<file path="config.mk">
export PLATFORM = sky130hd
export DESIGN_NAME = wkd_top
export DESIGN_NICKNAME = d
export VERILOG_FILES = /design/src/inc/wkd_pkg.sv /design/src/logic/wkd_filter.sv /design/src/logic/wkd_top.sv
export SDC_FILE = /design/constraint.sdc
export NUM_CORES = 1
export LEC_CHECK = 0
export ABC_AREA = 1
export BUFFER_PORTS_ARGS = -buffer_cell sky130_fd_sc_hd__buf_2
export CAP_MARGIN = 5
export CELL_PAD_IN_SITES_DETAIL_PLACEMENT = 0
export CELL_PAD_IN_SITES_GLOBAL_PLACEMENT = 2
export CORE_MARGIN = 1.5
export CORE_UTILIZATION = 38
export DETAILED_ROUTE_END_ITERATION = 6
export PLACE_DENSITY_LB_ADDON = 0.1
export REMOVE_ABC_BUFFERS = 1
export SYNTH_ARGS = -nofsm -noshare
export SYNTH_HDL_FRONTEND = slang
export SYNTH_HIERARCHICAL = 1
export SYNTH_SLANG_ARGS = --single-unit
</file>
<file path="constraint.sdc">
create_clock -name core_clk_i -period 2.1 [get_ports core_clk_i]
set_input_delay 0.42 -clock core_clk_i [delete_from_list [all_inputs] [get_ports core_clk_i]]
set_output_delay 0.42 -clock core_clk_i [all_outputs]
set_load 0.005 [all_outputs]
</file>
<file path="src/inc/wkd_pkg.sv">
// Package: constants and types of the wake input detector
package wkd_pkg;

  // ----------------------------------------------------------------
  // Clock and filter timing
  // ----------------------------------------------------------------
  localparam int CLK_PERIOD_NS     = 100;
  localparam int SHORT_FILTER_NS   = 16000;
  localparam int LONG_FILTER_NS    = 64000;
  localparam int SHORT_FILTER_CYC  = (SHORT_FILTER_NS + CLK_PERIOD_NS - 1) / CLK_PERIOD_NS;
  localparam int LONG_FILTER_CYC   = (LONG_FILTER_NS + CLK_PERIOD_NS - 1) / CLK_PERIOD_NS;
  localparam int FILT_CNT_W        = 10;

  // ----------------------------------------------------------------
  // Register map (word offsets on the plain port)
  // ----------------------------------------------------------------
  localparam logic [3:0] ADDR_WAKE_ENABLE_CTRL  = 4'h0;
  localparam logic [3:0] ADDR_WAKE_FILTER_CTRL  = 4'h1;
  localparam logic [3:0] ADDR_WAKE_BIAS_CTRL    = 4'h2;
  localparam logic [3:0] ADDR_WAKE_SOURCE_STAT  = 4'h3;
  localparam logic [3:0] ADDR_ALT_WAKE_STAT     = 4'h4;
  localparam logic [3:0] ADDR_WAKE_LEVEL_STAT   = 4'h5;
  localparam logic [3:0] ADDR_ALT_PIN_CTRL      = 4'h6;
  localparam logic [3:0] ADDR_IRQ_MASK          = 4'h7;

  // ----------------------------------------------------------------
  // Reset values
  // ----------------------------------------------------------------
  localparam logic [2:0] RST_WAKE_ENABLE  = 3'h0;
  localparam logic [5:0] RST_FILTER_CTRL  = 6'h00;
  localparam logic [5:0] RST_BIAS_CTRL    = 6'h00;
  localparam logic [1:0] RST_ALT_PIN_CTRL = 2'h0;
  localparam logic [2:0] RST_IRQ_MASK     = 3'h0;

  // ----------------------------------------------------------------
  // Encodings
  // ----------------------------------------------------------------
  typedef enum logic [1:0] {
    WKD_FLT_STATIC_SHORT = 2'b00,
    WKD_FLT_STATIC_LONG  = 2'b01,
    WKD_FLT_CYCLIC_ONE   = 2'b10,
    WKD_FLT_CYCLIC_TWO   = 2'b11
  } wkd_filter_t;

  typedef enum logic [1:0] {
    WKD_BIAS_NONE = 2'b00,
    WKD_BIAS_DOWN = 2'b01,
    WKD_BIAS_UP   = 2'b10,
    WKD_BIAS_AUTO = 2'b11
  } wkd_bias_t;

  typedef enum logic [1:0] {
    WKD_MODE_NORMAL    = 2'b00,
    WKD_MODE_STOP      = 2'b01,
    WKD_MODE_SLEEP     = 2'b10,
    WKD_MODE_FAIL_SAFE = 2'b11
  } wkd_mode_t;

endpackage

</file>
<file path="src/logic/wkd_filter.sv">
// Module: one synchronised, deglitched edge detector for a wake input
`timescale 1ns/10ps
module wkd_filter
(
  input  wire logic       core_clk_i,
  input  wire logic       rst_n_i,
  input  wire logic       pin_i,
  input  wire logic       long_sel_i,
  input  wire logic       window_i,
  output logic            level_o,
  output logic            edge_o
);

  logic                        sync_a;
  logic                        sync_b;
  logic                        stable;
  logic [wkd_pkg::FILT_CNT_W-1:0] cnt;
  logic                        busy;
  logic [wkd_pkg::FILT_CNT_W-1:0] limit;

  // ----------------------------------------------------------------
  // Synchroniser
  // ----------------------------------------------------------------
  // Two flops from the comparator into the oscillator domain
  always_ff @(posedge core_clk_i or negedge rst_n_i)
  begin
    if (!rst_n_i)
    begin
      sync_a <= 1'b0;
      sync_b <= 1'b0;
    end
    else
    begin
      sync_a <= pin_i;
      sync_b <= sync_a;
    end
  end

  // Filter length by selection
  assign limit = long_sel_i ? wkd_pkg::FILT_CNT_W'(wkd_pkg::LONG_FILTER_CYC)
                            : wkd_pkg::FILT_CNT_W'(wkd_pkg::SHORT_FILTER_CYC);

  // ----------------------------------------------------------------
  // Deglitch filter
  // ----------------------------------------------------------------
  // Restart on every crossing; accept the edge when the count expires
  always_ff @(posedge core_clk_i or negedge rst_n_i)
  begin
    if (!rst_n_i)
    begin
      stable <= 1'b0;
      cnt    <= '0;
      busy   <= 1'b0;
      edge_o <= 1'b0;
    end
    else
    begin
      edge_o <= 1'b0;
      if (!window_i)
      begin
        busy <= 1'b0;
        cnt  <= '0;
      end
      else if (sync_b == stable)
      begin
        busy <= 1'b0;
        cnt  <= '0;
      end
      else if (!busy)
      begin
        busy <= 1'b1;
        cnt  <= wkd_pkg::FILT_CNT_W'(1);
      end
      else if (cnt >= limit - wkd_pkg::FILT_CNT_W'(1))
      begin
        stable <= sync_b;
        edge_o <= 1'b1;
        busy   <= 1'b0;
        cnt    <= '0;
      end
      else
      begin
        cnt <= cnt + wkd_pkg::FILT_CNT_W'(1);
      end
    end
  end

  assign level_o = stable;

  // Edge only after a full stable filter interval
  edge_filter_a: assert property (@(posedge core_clk_i) disable iff (!rst_n_i)
    edge_o |-> $past(busy) && (stable != $past(stable)))
    else $error("edge without filtered level change");

endmodule

</file>
<file path="src/logic/wkd_top.sv">
// Module: wake input detector with register port and interrupt
//
// Implementation choices: the register addresses and the strobed register port.
`timescale 1ns/10ps
// What this block does
// - Three independent wake inputs, each a thresholded digital level.
// - Rising and falling filtered transitions both signal a wake.
// - Edge raises interrupt in normal or stop, wake-up in sleep or fail-safe.
// - Per-input static sense or cyclic sense within an active window.
// - Static sense selects a 16 us or 64 us deglitch filter.
// - Filter restarts at each crossing; early recrossing discards the event.
// - Per-pin wake enable; a disabled pin never causes wake-up.
// - Per-pin latched wake-source flag readable in any mode.
// - Live level readable in normal and stop, enabled or not.
// - In cyclic sense the level bit shows the last window sample.
// - Alternate output pins as wake inputs use static 16 us, own status.
// - Filter field: 00 s16, 01 s64, 10 cyclic one, 11 cyclic two.
// - Bias field: none, pull-down, pull-up, automatic by detected level.
module wkd_top
(
  input  wire logic       core_clk_i,
  input  wire logic       rst_n_i,
  input  wire logic [2:0] hv_input_i,
  input  wire logic [1:0] alt_fail_output_pins_i,
  input  wire logic       cyclic_timer_one_i,
  input  wire logic       cyclic_timer_two_i,
  input  wire logic [1:0] op_mode_i,
  input  wire logic [3:0] addr_i,
  input  wire logic [7:0] wdata_i,
  input  wire logic       wr_i,
  input  wire logic       rd_i,
  output logic      [7:0] rdata_o,
  output logic      [2:0] pull_up_en_o,
  output logic      [2:0] pull_down_en_o,
  output logic            wake_up_o,
  output logic            irq_o
);

  logic [2:0] wake_enable_ctrl;
  logic [5:0] wake_filter_ctrl;
  logic [5:0] wake_bias_ctrl;
  logic [1:0] alt_pin_ctrl;
  logic [2:0] irq_mask;
  logic [2:0] wake_source_status;
  logic [1:0] alt_wake_source_status;
  logic [4:0] wake_level_status;
  logic [2:0] irq_status;
  logic [2:0] pin_level;
  logic [2:0] pin_edge;
  logic [2:0] pin_window;
  logic [2:0] pin_long;
  logic [2:0] pin_cyclic;
  logic [1:0] alt_level;
  logic [1:0] alt_edge;
  logic       low_power;
  logic       pin1_woke_flag;
  logic       pin2_woke_flag;
  logic       pin3_woke_flag;
  logic [2:0] wake_event;
  logic [2:0] int_event;

  // ----------------------------------------------------------------
  // Per-pin filter configuration
  // ----------------------------------------------------------------
  // Decode filter field into window and filter length
  always_comb
  begin
    for (int i = 0; i < 3; i++)
    begin
      unique case (wkd_pkg::wkd_filter_t'(wake_filter_ctrl[2*i +: 2]))
        wkd_pkg::WKD_FLT_STATIC_SHORT:
        begin
          pin_window[i] = 1'b1;
          pin_long[i]   = 1'b0;
          pin_cyclic[i] = 1'b0;
        end
        wkd_pkg::WKD_FLT_STATIC_LONG:
        begin
          pin_window[i] = 1'b1;
          pin_long[i]   = 1'b1;
          pin_cyclic[i] = 1'b0;
        end
        wkd_pkg::WKD_FLT_CYCLIC_ONE:
        begin
          pin_window[i] = cyclic_timer_one_i;
          pin_long[i]   = 1'b0;
          pin_cyclic[i] = 1'b1;
        end
        wkd_pkg::WKD_FLT_CYCLIC_TWO:
        begin
          pin_window[i] = cyclic_timer_two_i;
          pin_long[i]   = 1'b0;
          pin_cyclic[i] = 1'b1;
        end
      endcase
    end
  end

  // ----------------------------------------------------------------
  // Filters
  // ----------------------------------------------------------------
  // One filter for each high-voltage wake input
  for (genvar g = 0; g < 3; g++)
  begin : g_hv
    wkd_filter u_filt
    (
      .core_clk_i (core_clk_i),
      .rst_n_i    (rst_n_i),
      .pin_i      (hv_input_i[g]),
      .long_sel_i (pin_long[g]),
      .window_i   (pin_window[g]),
      .level_o    (pin_level[g]),
      .edge_o     (pin_edge[g])
    );
  end

  // Alternate pins: static sense, fixed short filter
  for (genvar g = 0; g < 2; g++)
  begin : g_alt
    wkd_filter u_filt
    (
      .core_clk_i (core_clk_i),
      .rst_n_i    (rst_n_i),
      .pin_i      (alt_fail_output_pins_i[g]),
      .long_sel_i (1'b0),
      .window_i   (alt_pin_ctrl[g]),
      .level_o    (alt_level[g]),
      .edge_o     (alt_edge[g])
    );
  end

  // ----------------------------------------------------------------
  // Event routing
  // ----------------------------------------------------------------
  // Sleep and fail-safe wake, normal and stop interrupt
  assign low_power  = (op_mode_i == wkd_pkg::WKD_MODE_SLEEP) ||
                      (op_mode_i == wkd_pkg::WKD_MODE_FAIL_SAFE);
  assign wake_event = pin_edge & wake_enable_ctrl & {3{low_power}};
  assign int_event  = pin_edge & {3{~low_power}};

  // Wake-up pulse towards the power manager
  always_ff @(posedge core_clk_i or negedge rst_n_i)
  begin
    if (!rst_n_i)
      wake_up_o <= 1'b0;
    else
      wake_up_o <= |wake_event;
  end

  // ----------------------------------------------------------------
  // Bias control
  // ----------------------------------------------------------------
  // Pull sources; automatic follows the detected level
  always_comb
  begin
    for (int i = 0; i < 3; i++)
    begin
      unique case (wkd_pkg::wkd_bias_t'(wake_bias_ctrl[2*i +: 2]))
        wkd_pkg::WKD_BIAS_NONE:
        begin
          pull_up_en_o[i]   = 1'b0;
          pull_down_en_o[i] = 1'b0;
        end
        wkd_pkg::WKD_BIAS_DOWN:
        begin
          pull_up_en_o[i]   = 1'b0;
          pull_down_en_o[i] = 1'b1;
        end
        wkd_pkg::WKD_BIAS_UP:
        begin
          pull_up_en_o[i]   = 1'b1;
          pull_down_en_o[i] = 1'b0;
        end
        wkd_pkg::WKD_BIAS_AUTO:
        begin
          pull_up_en_o[i]   = pin_level[i];
          pull_down_en_o[i] = ~pin_level[i];
        end
      endcase
    end
  end

  // ----------------------------------------------------------------
  // Control registers
  // ----------------------------------------------------------------
  // Software-written configuration
  always_ff @(posedge core_clk_i or negedge rst_n_i)
  begin
    if (!rst_n_i)
    begin
      wake_enable_ctrl <= wkd_pkg::RST_WAKE_ENABLE;
      wake_filter_ctrl <= wkd_pkg::RST_FILTER_CTRL;
      wake_bias_ctrl   <= wkd_pkg::RST_BIAS_CTRL;
      alt_pin_ctrl     <= wkd_pkg::RST_ALT_PIN_CTRL;
      irq_mask         <= wkd_pkg::RST_IRQ_MASK;
    end
    else if (wr_i)
    begin
      unique case (addr_i)
        wkd_pkg::ADDR_WAKE_ENABLE_CTRL: wake_enable_ctrl <= wdata_i[2:0];
        wkd_pkg::ADDR_WAKE_FILTER_CTRL: wake_filter_ctrl <= wdata_i[5:0];
        wkd_pkg::ADDR_WAKE_BIAS_CTRL:   wake_bias_ctrl   <= wdata_i[5:0];
        wkd_pkg::ADDR_ALT_PIN_CTRL:     alt_pin_ctrl     <= wdata_i[1:0];
        wkd_pkg::ADDR_IRQ_MASK:         irq_mask         <= wdata_i[2:0];
        default:                        irq_mask         <= irq_mask;
      endcase
    end
  end

  // ----------------------------------------------------------------
  // Status registers
  // ----------------------------------------------------------------
  // Sticky flags, cleared by read, set wins
  always_ff @(posedge core_clk_i or negedge rst_n_i)
  begin
    if (!rst_n_i)
    begin
      wake_source_status     <= 3'h0;
      alt_wake_source_status <= 2'h0;
      irq_status             <= 3'h0;
    end
    else
    begin
      wake_source_status <= ((rd_i && addr_i == wkd_pkg::ADDR_WAKE_SOURCE_STAT) ?
                             3'h0 : wake_source_status) | wake_event;
      alt_wake_source_status <= ((rd_i && addr_i == wkd_pkg::ADDR_ALT_WAKE_STAT) ?
                                 2'h0 : alt_wake_source_status) | alt_edge;
      irq_status <= ((rd_i && addr_i == wkd_pkg::ADDR_IRQ_MASK) ?
                     3'h0 : irq_status) | int_event;
    end
  end

  assign pin1_woke_flag = wake_source_status[0];
  assign pin2_woke_flag = wake_source_status[1];
  assign pin3_woke_flag = wake_source_status[2];

  // Level status: live when static, window sample when cyclic
  always_ff @(posedge core_clk_i or negedge rst_n_i)
  begin
    if (!rst_n_i)
      wake_level_status <= 5'h00;
    else if (!low_power)
    begin
      for (int i = 0; i < 3; i++)
      begin
        if (!pin_cyclic[i] || pin_window[i])
          wake_level_status[i] <= pin_level[i];
      end
      wake_level_status[4:3] <= alt_level;
    end
  end

  // Interrupt output, high while an unmasked flag stands
  assign irq_o = |(irq_status & irq_mask);

  // ----------------------------------------------------------------
  // Read port
  // ----------------------------------------------------------------
  // Read data one cycle after the strobe, zero otherwise
  always_ff @(posedge core_clk_i or negedge rst_n_i)
  begin
    if (!rst_n_i)
      rdata_o <= 8'h00;
    else if (!rd_i)
      rdata_o <= 8'h00;
    else
    begin
      unique case (addr_i)
        wkd_pkg::ADDR_WAKE_ENABLE_CTRL: rdata_o <= {5'h00, wake_enable_ctrl};
        wkd_pkg::ADDR_WAKE_FILTER_CTRL: rdata_o <= {2'h0, wake_filter_ctrl};
        wkd_pkg::ADDR_WAKE_BIAS_CTRL:   rdata_o <= {2'h0, wake_bias_ctrl};
        wkd_pkg::ADDR_WAKE_SOURCE_STAT:
          rdata_o <= {5'h00, pin3_woke_flag, pin2_woke_flag, pin1_woke_flag};
        wkd_pkg::ADDR_ALT_WAKE_STAT:    rdata_o <= {6'h00, alt_wake_source_status};
        wkd_pkg::ADDR_WAKE_LEVEL_STAT:  rdata_o <= {3'h0, wake_level_status};
        wkd_pkg::ADDR_ALT_PIN_CTRL:     rdata_o <= {6'h00, alt_pin_ctrl};
        wkd_pkg::ADDR_IRQ_MASK:         rdata_o <= {2'h0, irq_status, irq_mask};
        default:                        rdata_o <= 8'h00;
      endcase
    end
  end

  // ----------------------------------------------------------------
  // Checks
  // ----------------------------------------------------------------
  disabled_no_wake_a: assert property (@(posedge core_clk_i) disable iff (!rst_n_i)
    wake_up_o |-> |($past(pin_edge) & $past(wake_enable_ctrl)))
    else $error("wake from disabled pin");

  wake_in_sleep_a: assert property (@(posedge core_clk_i) disable iff (!rst_n_i)
    (|(pin_edge & wake_enable_ctrl) && low_power) |=> wake_up_o)
    else $error("enabled edge in sleep gave no wake");

  no_wake_active_a: assert property (@(posedge core_clk_i) disable iff (!rst_n_i)
    !low_power |=> !wake_up_o || $past(low_power, 1) == 1'b1)
    else $error("wake pulse outside low power");

  flag_set_a: assert property (@(posedge core_clk_i) disable iff (!rst_n_i)
    wake_event[0] |=> pin1_woke_flag)
    else $error("wake flag not set");

  irq_set_a: assert property (@(posedge core_clk_i) disable iff (!rst_n_i)
    (int_event[1] && irq_mask[1] && !wr_i) |=> irq_o)
    else $error("interrupt not raised");

  static_level_a: assert property (@(posedge core_clk_i) disable iff (!rst_n_i)
    (!low_power && !pin_cyclic[2]) |=> wake_level_status[2] == $past(pin_level[2]))
    else $error("level status not live");

  cyclic_hold_a: assert property (@(posedge core_clk_i) disable iff (!rst_n_i)
    (pin_cyclic[0] && !pin_window[0]) |=> $stable(wake_level_status[0]))
    else $error("cyclic level changed outside window");

  auto_bias_a: assert property (@(posedge core_clk_i) disable iff (!rst_n_i)
    (wake_bias_ctrl[1:0] == 2'b11) |-> pull_up_en_o[0] == pin_level[0]
                                       && pull_down_en_o[0] == !pin_level[0])
    else $error("automatic bias wrong");

endmodule

</file>
==> impl_metrics.json, run 1 <==
{
  "fp-row-count": 47,
  "fin_ws_ps": 183,
  "ys_warn_count": 6,
  "via_count": 4828,
  "synthArstFlopShare_pct": 100,
  "post-route-min-period_ps": 1920,
  "antenna_left": 0,
  "path_max_fanout": 8,
  "synthFlopType": "dfrtp_1",
  "setup.worst_path.class": "reg -> reg",
  "hp-start": "alt_fail_output_pins_i[1]",
  "cts_made_buffers": 17,
  "ys_top_cells_by_count": "192 x nand2_1, 115 x dfrtp_1, 82 x inv_1",
  "crit_required_ps": 2390,
  "die_w_microns": 134,
  "worstPathArrival_ps": 2210,
  "synth.area.top_cells": "dfrtp_1 44%, nand2_1 11%, ha_1 4.8%, inv_1 4.7%, nor2_2 4.4%",
  "firstDrtPassIters": 4,
  "die_h_microns": 134,
  "detail_route.iter0.violations": 216,
  "ir_drop_mv": 0.593,
  "drive_gt1_share_pct": 24.7,
  "timing.rr.end": "g_hv[0].u_filt/cnt[7]",
  "worstReg2RegStart": "wake_filter_ctrl[0]",
  "ys_seq_area_share_pct": 44.1,
  "synth_cell_types": 32,
  "maxCapViolCount": 0,
  "nets": 877,
  "clkTransAtPathRegs_ps": 50,
  "antenna_found_initial": 0,
  "max_freq_mhz": 522,
  "vias_per_cell": 4.56,
  "p_sw_share_pct": 24.7,
  "coreArea_sq_mm": 0.0167,
  "seq_power_share_pct": 40.1,
  "gp_congestion": 0.759,
  "synth_cells": 767,
  "synth_edf_count": 0,
  "p_switching_mw": 1.53,
  "ios": 41,
  "cellPowerDensity_mw_per_mm2": 813,
  "hold_end": "g_alt[1].u_filt/sync_a",
  "yosys.area.top_type": "dfrtp_1",
  "r2r_slack_ps": 180,
  "hp-class": "in -> reg",
  "ys_seq_elements": 115,
  "max_slew_margin_pct": 66.1,
  "yosys.cell_count.top_type": "nand2_1",
  "cp-start-kind": "flop",
  "finalCritPeriodShare_pct": 91.3,
  "area_growth_pct": 17.0,
  "drv_slew": 0,
  "clockBufferDepth": 2,
  "dieArea_sq_mm": 0.0180,
  "critPathSlowestCell": "dfrtp_1",
  "seq_area_sq_mm": 0.00288,
  "crit_path_frequent_cell": "inv_1",
  "multiInputGateArea_sq_mm": 0.00322,
  "tns_ps": 0,
  "finalSetupViolCount": 0,
  "hold_viol_final": 0,
  "finClkSkew_ps": 12.6,
  "numClockSinks": 115,
  "root_buffer": "clkbuf_16",
  "grt-ovfl-total": 0,
  "status": "completed",
  "cts_htree_levels": 4,
  "hold_depth": 1,
  "worstMarginPinSlew_ps": 507,
  "drcViolationCount": 0,
  "worstSetupEndpointType": "flop",
  "ff2ff_path_depth": 11,
  "grt_setup_unrepaired": "no",
  "grt_first_pass_wirelength_mm": 24.2,
  "wire_per_inst_microns": 13.3,
  "clock_latency_ps": 410,
  "grt_usage_pct": 17.3,
  "start_util_pct": 39.1,
  "cp_top_family": "simple AND/OR/NAND/NOR gates",
  "routed_wl_mm": 14.1,
  "post-dp-hpwl_mm": 10.6,
  "power.leakage_nw": 3.74,
  "synth.avg_cell_area_sq_um": 8.52,
  "pre_cts_ws_ps": 131,
  "grt_max_degree": 47,
  "synth_top_area_share_pct": 44.1,
  "diodes": 0,
  "syn_area_sq_mm": 0.00653,
  "share_comb_of_total_power_pct": 10.5,
  "intPower_mw": 4.68,
  "n_fill_cell": 1700,
  "cts_tree": "yes",
  "path_cells": "inv_1 -> nor2_1 -> inv_1 -> ha_1 -> inv_1 -> nor2_2 -> nand3b_4 -> nand3_4 -> nor2_4 -> nand2_4 -> nor2_2",
  "critPathBufInv": 3,
  "post-cts-setup-buffer-count": 0,
  "crit_path_max_incr_delay_ps": 390,
  "grt_pass1_vias": 4921,
  "clockPowerShare_pct": 49.4,
  "io_buffers": 35
}
==> metal layers <==
metal,wire length (microns),track usage (%)
met1,6810,23.0
met2,6600,27.6
met3,486,4.16
met4,157,6.03
met5,0,0
==> cells in the final DEF (no fill, tap or decap), drive strengths merged, types with 17 or more instances in the layout <==
master and count:
inv 100, nor2 119, ha 25, buf 40, clkbuf 19, dfrtp 115, nand3 76, nand2 203
o21ai 33, clkinv 17
==> cell families (layout without fill, tap and decap cells) <==
family | count (synthesis) | in the layout | synth area share (%)
other | 1 | 6 | 0.0574
xor gates and xnor gates | 30 | 30 | 4.02
DFF | 115 | 115 | 44.1
buffers and inverters | 116 | 183 | 7.07
adders and majority gates | 25 | 25 | 4.79
AOI/OAI and AO/OA | 54 | 54 | 5.54
and+or+nand+nor | 426 | 426 | 34.5
==> state kept, by name, summed over array words and instances (netlist names), 2 cells and up <==
| name | cells |
|---|---|
| g_alt.u_filt/edge_o | 2 |
| g_alt.u_filt/level_o | 2 |
| wake_bias_ctrl | 6 |
| g_alt.u_filt/busy | 2 |
| g_hv.u_filt/cnt | 30 |
| wake_filter_ctrl | 6 |
| g_alt.u_filt/cnt | 20 |
| alt_pin_ctrl | 2 |
| g_hv.u_filt/level_o | 3 |
| wake_level_status | 5 |
| g_hv.u_filt/edge_o | 3 |
| g_alt.u_filt/sync_b | 2 |
| g_hv.u_filt/sync_a | 3 |
| irq_mask | 3 |
| wake_source_status | 3 |
| wake_enable_ctrl | 3 |
| g_hv.u_filt/busy | 3 |
| rdata_o | 6 |
| alt_wake_source_status | 2 |
| irq_status | 3 |
| g_hv.u_filt/sync_b | 3 |
| g_alt.u_filt/sync_a | 2 |
==> through the flow <==
| step | total power [mW] | area [sq um] | hold slack [ps] | cells | utilization, % |
|---|---|---|---|---|---|
| finish | 6.22 | 7640 | 114 | 1059 | 45.8 |
| global route | 6.56 | 7640 | 87.9 | 1059 | 45.8 |
| CTS | 6.33 | 7640 | 94.0 | 1059 | 45.7 |
| detailed placement | 3.19 | 7010 | 336 | 1027 | 42.0 |
| global placement | 3.17 | 7010 | 334 | 1027 | 42.0 |
| floorplan | 2.93 | 6500 | 124 | 767 | - |
==> power groups by stage <==
stage          sequential (mW)  clock (mW)  combinational [mW]
2_1_floorplan             2.49           0               0.433
3_3_place_gp              2.53           0               0.645
3_5_place_dp              2.53           0               0.662
4_1_cts                   2.49        3.16               0.668
5_1_grt                   2.52        3.29               0.754
6_report                  2.49        3.07               0.655
==> timing repair <==
action | in CTS | in global routing
gates resized for setup | 0 | 1
setup endpoints to repair | 0 | 4
hold buffers | 1 | 0
endpoints found under the hold margin | 31 | 0
==> how the worst max path moves through the flow <==
stage / from / to / cells past startpoint
final: wake_filter_ctrl[0] / g_hv[0].u_filt/cnt[7] / 11
after global routing: wake_filter_ctrl[2] / g_hv[1].u_filt/cnt[7] / 11
after CTS: wake_filter_ctrl[2] / g_hv[1].u_filt/cnt[7] / 11
after detailed placement: wake_filter_ctrl[2] / g_hv[1].u_filt/cnt[7] / 11
after global placement: wake_filter_ctrl[2] / g_hv[1].u_filt/cnt[7] / 11
after floorplan: wake_filter_ctrl[0] / g_hv[0].u_filt/cnt[6] / 11
==> cell type report <==
class	count	area share, %
Clock buffer	19	5.66
Clock inverter	12	2.46
Inverter	111	5.45
Multi-Input combinational cell	541	42.1
Sequential cell	115	37.6
Tap cell	220	3.60
Timing Repair Buffer	41	3.11
Note: power is estimated with default switching activity, not from simulation.
==> inputs of run 2 (changes only) <==
CORE_MARGIN = 5   (was 1.5)
==> impl_metrics.json, run 2 (same netlist as run 1, synthesis figures left out) <==
{
  "fp-row-count": 48,
  "nets": 876,
  "hp-start": "alt_fail_output_pins_i[1]",
  "critPathBufInv": 3,
  "wire_per_inst_microns": 13.2,
  "grt_setup_unrepaired": "no",
  "vias_per_cell": 4.59,
  "grt_first_pass_wirelength_mm": 24.4,
  "path_max_fanout": 8,
  "power.total_mw": 5.99,
  "final_cell_mix": "192 x nand2_1, 115 x dfrtp_1, 82 x inv_1, 64 x nor2_1, 55 x nand3_1",
  "finClkSkew_ps": 3.75,
  "ff2ff_path_depth": 11,
  "hold_depth": 1,
  "numClockSinks": 115,
  "share_comb_of_total_power_pct": 10.8,
  "hold_viol_final": 0,
  "crit_required_ps": 2440,
  "post-place-cells": 1031,
  "dieArea_sq_mm": 0.0199,
  "finalSetupViolCount": 0,
  "drv_slew": 0,
  "via_count": 4885,
  "path_cells": "inv_1 -> nor2_1 -> inv_1 -> ha_1 -> nand2_1 -> nand2_1 -> inv_1 -> nand3_4 -> nor2_4 -> nand2_4 -> nor2_2",
  "max_slew_margin_pct": 65.8,
  "ios": 41,
  "cp_top_family": "simple AND/OR/NAND/NOR gates",
  "grt-ovfl-total": 0,
  "seq_area_sq_mm": 0.00288,
  "diodes": 0,
  "io_buffers": 35,
  "p_switching_mw": 1.53,
  "firstDrtPassIters": 5,
  "post-cts-setup-buffer-count": 0,
  "maxCapViolCount": 0,
  "clkTransAtPathRegs_ps": 50,
  "hold_end": "g_alt[1].u_filt/sync_a",
  "area_growth_pct": 16.7,
  "crit_path_frequent_cell": "inv_1",
  "cp.depth": 11,
  "seq_power_share_pct": 41.7,
  "root_buffer": "clkbuf_16",
  "drcViolationCount": 0,
  "die_h_microns": 141,
  "cp-start-kind": "flop",
  "multiInputGateArea_sq_mm": 0.00322,
  "finalCritPeriodShare_pct": 90.6,
  "ir_drop_mv": 0.531,
  "largest_reg_flops": 30,
  "worstPathArrival_ps": 2240,
  "cts_made_buffers": 17,
  "clockPowerShare_pct": 47.5,
  "crit_path_max_incr_delay_ps": 410,
  "clock_latency_ps": 410,
  "coreArea_sq_mm": 0.0171,
  "cts_htree_levels": 4,
  "worstReg2RegStart": "wake_filter_ctrl[2]",
  "grt_usage_pct": 15.3,
  "gp_congestion": 0.796,
  "timing.rr.end": "g_hv[1].u_filt/cnt[7]",
  "die_w_microns": 141,
  "status": "completed",
  "tns_ps": 0,
  "grt_max_degree": 50,
  "antenna_found_initial": 0,
  "post-route-min-period_ps": 1900,
  "p_sw_share_pct": 25.5,
  "post-dp-hpwl_mm": 10.6,
  "routed_wl_mm": 14.1,
  "clockBufferDepth": 2,
  "power.leakage_nw": 3.72,
  "drive_gt1_share_pct": 24.8,
  "final_cells": 1064,
  "intPower_mw": 4.46,
  "n_fill_cell": 1686,
  "antenna_left": 0,
  "top_regs": "g_hv.u_filt/cnt: 30 flops, g_alt.u_filt/cnt: 20 flops",
  "cts_tree": "yes",
  "detail_route.iter0.violations": 230,
  "max_freq_mhz": 526,
  "hp-class": "in -> reg",
  "critPathSlowestCell": "dfrtp_1",
  "cellPowerDensity_mw_per_mm2": 785,
  "worstSetupEndpointType": "flop",
  "setup.worst_path.class": "reg -> reg",
  "worstMarginPinSlew_ps": 512,
  "grt_pass1_vias": 4952,
  "start_util_pct": 38.3,
  "largest_register": "g_hv.u_filt/cnt",
  "r2r_slack_ps": 200,
  "layout_commonest_cell": "nand2_1"
}
## run 2: cell count changes in the layout (fill, tap and decap cells not counted)
cell / delta
clkinvlp_4: +1
buf_4: -2
clkbuf_8: +4
bufinv_16: -3
clkbuf_1: -1
buf_12: +1
## run 2: area by class of cell
cell class	instances	area share, %
Clock buffer	22	6.35
Clock inverter	10	1.38
Inverter	111	5.47
Multi-Input combinational cell	541	42.2
Sequential cell	115	37.7
Tap cell	225	3.69
Timing Repair Buffer	40	3.18
## run 2: what timing repair did
item / CTS / global route
resized for setup: 0 / 1
setup endpoints to repair: 0 / 11
hold buffers: 1 / 0
hold endpoints to repair: 25 / 0
## run 2: worst reg2reg max path, cell delays in order (launching register included)
cell and delay [ps]:
dfrtp_1 410, inv_1 70, nor2_1 190, inv_1 120
ha_1 340, nand2_1 80, nand2_1 80, inv_1 100
nand3_4 80, nor2_4 110, nand2_4 110, nor2_2 120
## run 2: stage by stage
stage | hold slack, ps | util (%) | area (sq um) | worst slack [ps]
after floorplan | 124 | - | 6500 | 457
after global placement | 334 | 41.2 | 7020 | 202
after detailed placement | 335 | 41.2 | 7020 | 104
after CTS | 96.2 | 44.7 | 7620 | 95.1
after global routing | 94.6 | 44.7 | 7620 | 14.9
final | 115 | 44.7 | 7620 | 198
## run 2: worst max-delay path by stage
stage                         from                      to  slack [ps]
2_1_floorplan  wake_filter_ctrl[0]   g_hv[0].u_filt/cnt[6]         460
5_1_grt        wake_filter_ctrl[2]  g_hv[1].u_filt/level_o          10
4_1_cts        wake_filter_ctrl[2]   g_hv[1].u_filt/cnt[7]         100
3_3_place_gp   wake_filter_ctrl[2]   g_hv[1].u_filt/cnt[6]         200
3_5_place_dp   wake_filter_ctrl[2]   g_hv[1].u_filt/cnt[7]         100
6_report       wake_filter_ctrl[2]   g_hv[1].u_filt/cnt[7]         200
## run 2: per-layer routing
metal  wire length (microns)  up-vias  track usage [%]
met5                       0        -                0
met4                     255        0             5.56
met3                     375       19             3.36
met2                    6740       55             25.0
met1                    6690     2276             20.0
li1                        -     2535                -
## run 2: power by group through the flow
stage                     Clock (mW)  Sequential (mW)  Combinational [mW]
after detailed placement           0             2.54               0.659
after global routing            3.04             2.52               0.753
after global placement             0             2.53               0.650
after floorplan                    0             2.49               0.433
final                           2.84             2.50               0.649
after CTS                       2.93             2.50               0.664
==> inputs of run 3 (changes only) <==
BUFFER_PORTS_ARGS = not set   (was -buffer_cell sky130_fd_sc_hd__buf_2)
CORE_UTILIZATION = 41   (was 38)
CTS_BUF_LIST = sky130_fd_sc_hd__clkbuf_2   (was not set)
DONT_BUFFER_PORTS = 1   (was not set)
PLACE_DENSITY_LB_ADDON = 0.05   (was 0.1)
==> impl_metrics.json, run 3 (same netlist as run 1, synthesis figures left out) <==
{
  "status": "finished with violations",
  "violations": "hold timing",
  "detail_route.iter0.violations": 165,
  "post-cts-setup-buffer-count": 0,
  "finalSetupViolCount": 0,
  "setup.worst_path.class": "reg -> out",
  "grt-ovfl-total": 0,
  "worstPathArrival_ps": 1470,
  "grt_first_pass_wirelength_mm": 22.9,
  "crit_path_max_incr_delay_ps": 450,
  "coreArea_sq_mm": 0.0158,
  "ir_drop_mv": 0.519,
  "root_buffer": "clkbuf_2",
  "final_cell_mix": "192 x nand2_1, 115 x dfrtp_1, 82 x inv_1, 64 x nor2_1, 55 x nand3_1",
  "grt_max_degree": 116,
  "top_regs": "g_hv.u_filt/cnt: 30 flops, g_alt.u_filt/cnt: 20 flops",
  "whs_ps": -588,
  "largest_reg_flops": 30,
  "maxCapViolCount": 0,
  "largest_register": "g_hv.u_filt/cnt",
  "worstSetupEndpointType": "output pin",
  "fp-row-count": 46,
  "start_util_pct": 41.4,
  "antenna_left": 0,
  "grt_pass1_vias": 4601,
  "finClkSkew_ps": 31.1,
  "cp_top_family": "flip-flops",
  "grt_setup_unrepaired": "no",
  "area_growth_pct": 10.4,
  "post-dp-hpwl_mm": 10.2,
  "drive_gt1_share_pct": 20.6,
  "startpoint": "g_hv[0].u_filt/level_o",
  "clkTransAtPathRegs_ps": 200,
  "max_slew_margin_pct": 65.9,
  "clockBufferDepth": 2,
  "drcViolationCount": 0,
  "power.leakage_nw": 3.46,
  "wire_per_inst_microns": 13.5,
  "firstDrtPassIters": 4,
  "dieArea_sq_mm": 0.0186,
  "routed_wl_mm": 13.9,
  "critPathBufInv": 0,
  "crit_required_ps": 1680,
  "path_max_fanout": 5,
  "cellPowerDensity_mw_per_mm2": 625,
  "cp-start-kind": "flop",
  "cts_htree_levels": 4,
  "worstMarginPinSlew_ps": 510,
  "critPathSlowestCell": "dfrtp_1",
  "finalCritPeriodShare_pct": 89.8,
  "gp_congestion": 0.837,
  "cts_made_buffers": 17,
  "worstReg2RegStart": "wake_filter_ctrl[2]",
  "clock_latency_ps": 660,
  "post-route-min-period_ps": 1890,
  "hp-class": "in -> async",
  "grt_usage_pct": 15.9,
  "die_w_microns": 136,
  "die_h_microns": 136,
  "via_count": 4819,
  "numClockSinks": 115,
  "path_cells": "a21boi_0",
  "vias_per_cell": 4.65,
  "nets": 856,
  "antenna_found_initial": 0,
  "cts_tree": "yes",
  "layout_commonest_cell": "nand2_1",
  "io_buffers": 0,
  "tns_ps": 0,
  "hold_viol_final": 115,
  "ios": 41,
  "drv_slew": 0,
  "max_freq_mhz": 530
}
## run 3: final timing paths
kind                                               end  slack (ps)  depth (start not counted)
worst max-delay path                 pull_down_en_o[0]         210                          1
worst min-delay path                        rdata_o[0]        -590                          0
worst max register to register   g_hv[1].u_filt/cnt[7]         230                         11
worst min register to register  g_alt[1].u_filt/sync_b         380                          0
max in group asynchronous        g_hv[2].u_filt/cnt[5]        2500                          0
min in group core_clk_i          wake_source_status[2]         100                          4
## run 3: through the flow
stage	util [%]	cell area [sq um]	setup slack (ps)	cells	power (mW)
2_1_floorplan	-	6500	457	767	2.93
3_3_place_gp	43.0	6780	262	983	3.06
3_5_place_dp	43.0	6780	226	983	3.07
4_1_cts	45.6	7200	26.8	1034	4.59
5_1_grt	45.7	7210	63.7	1035	4.79
6_report	45.7	7210	214	1036	4.50
## run 3: timing repair
action / 4_1_cts / 5_1_grt
setup endpoints to repair: 0 / 2
hold buffers: 19 / 1
resized for setup: 0 / 2
hold endpoints to repair: 155 / 116
## run 3: area by class of cell
class / count / area [sq um]
inverter: 111 / 417
clock buffer: 19 / 95.1
antenna: 1 / 2.50
clock inverter: 13 / 135
fill: 1626 / 8560
tap: 216 / 270
sequential: 115 / 2880
multi-input combinational: 541 / 3210
timing repair buffer: 20 / 200
## run 3: layer usage
metal | share of wire (%) | wire [microns] | GRT usage, % | vias up
met5 | 0 | 0 | 0 | -
met4 | 1.1 | 158 | 4.03 | 0
met3 | 3.9 | 546 | 5.00 | 11
met2 | 47 | 6590 | 25.4 | 50
met1 | 48 | 6650 | 21.0 | 2259
li1 | - | - | - | 2499
## run 3: power by group
group	switching, mW	internal [mW]	leakage, nW
combinational	0.353	0.213	1.79
clock	0.901	0.549	0.134
sequential	0.129	2.36	1.54
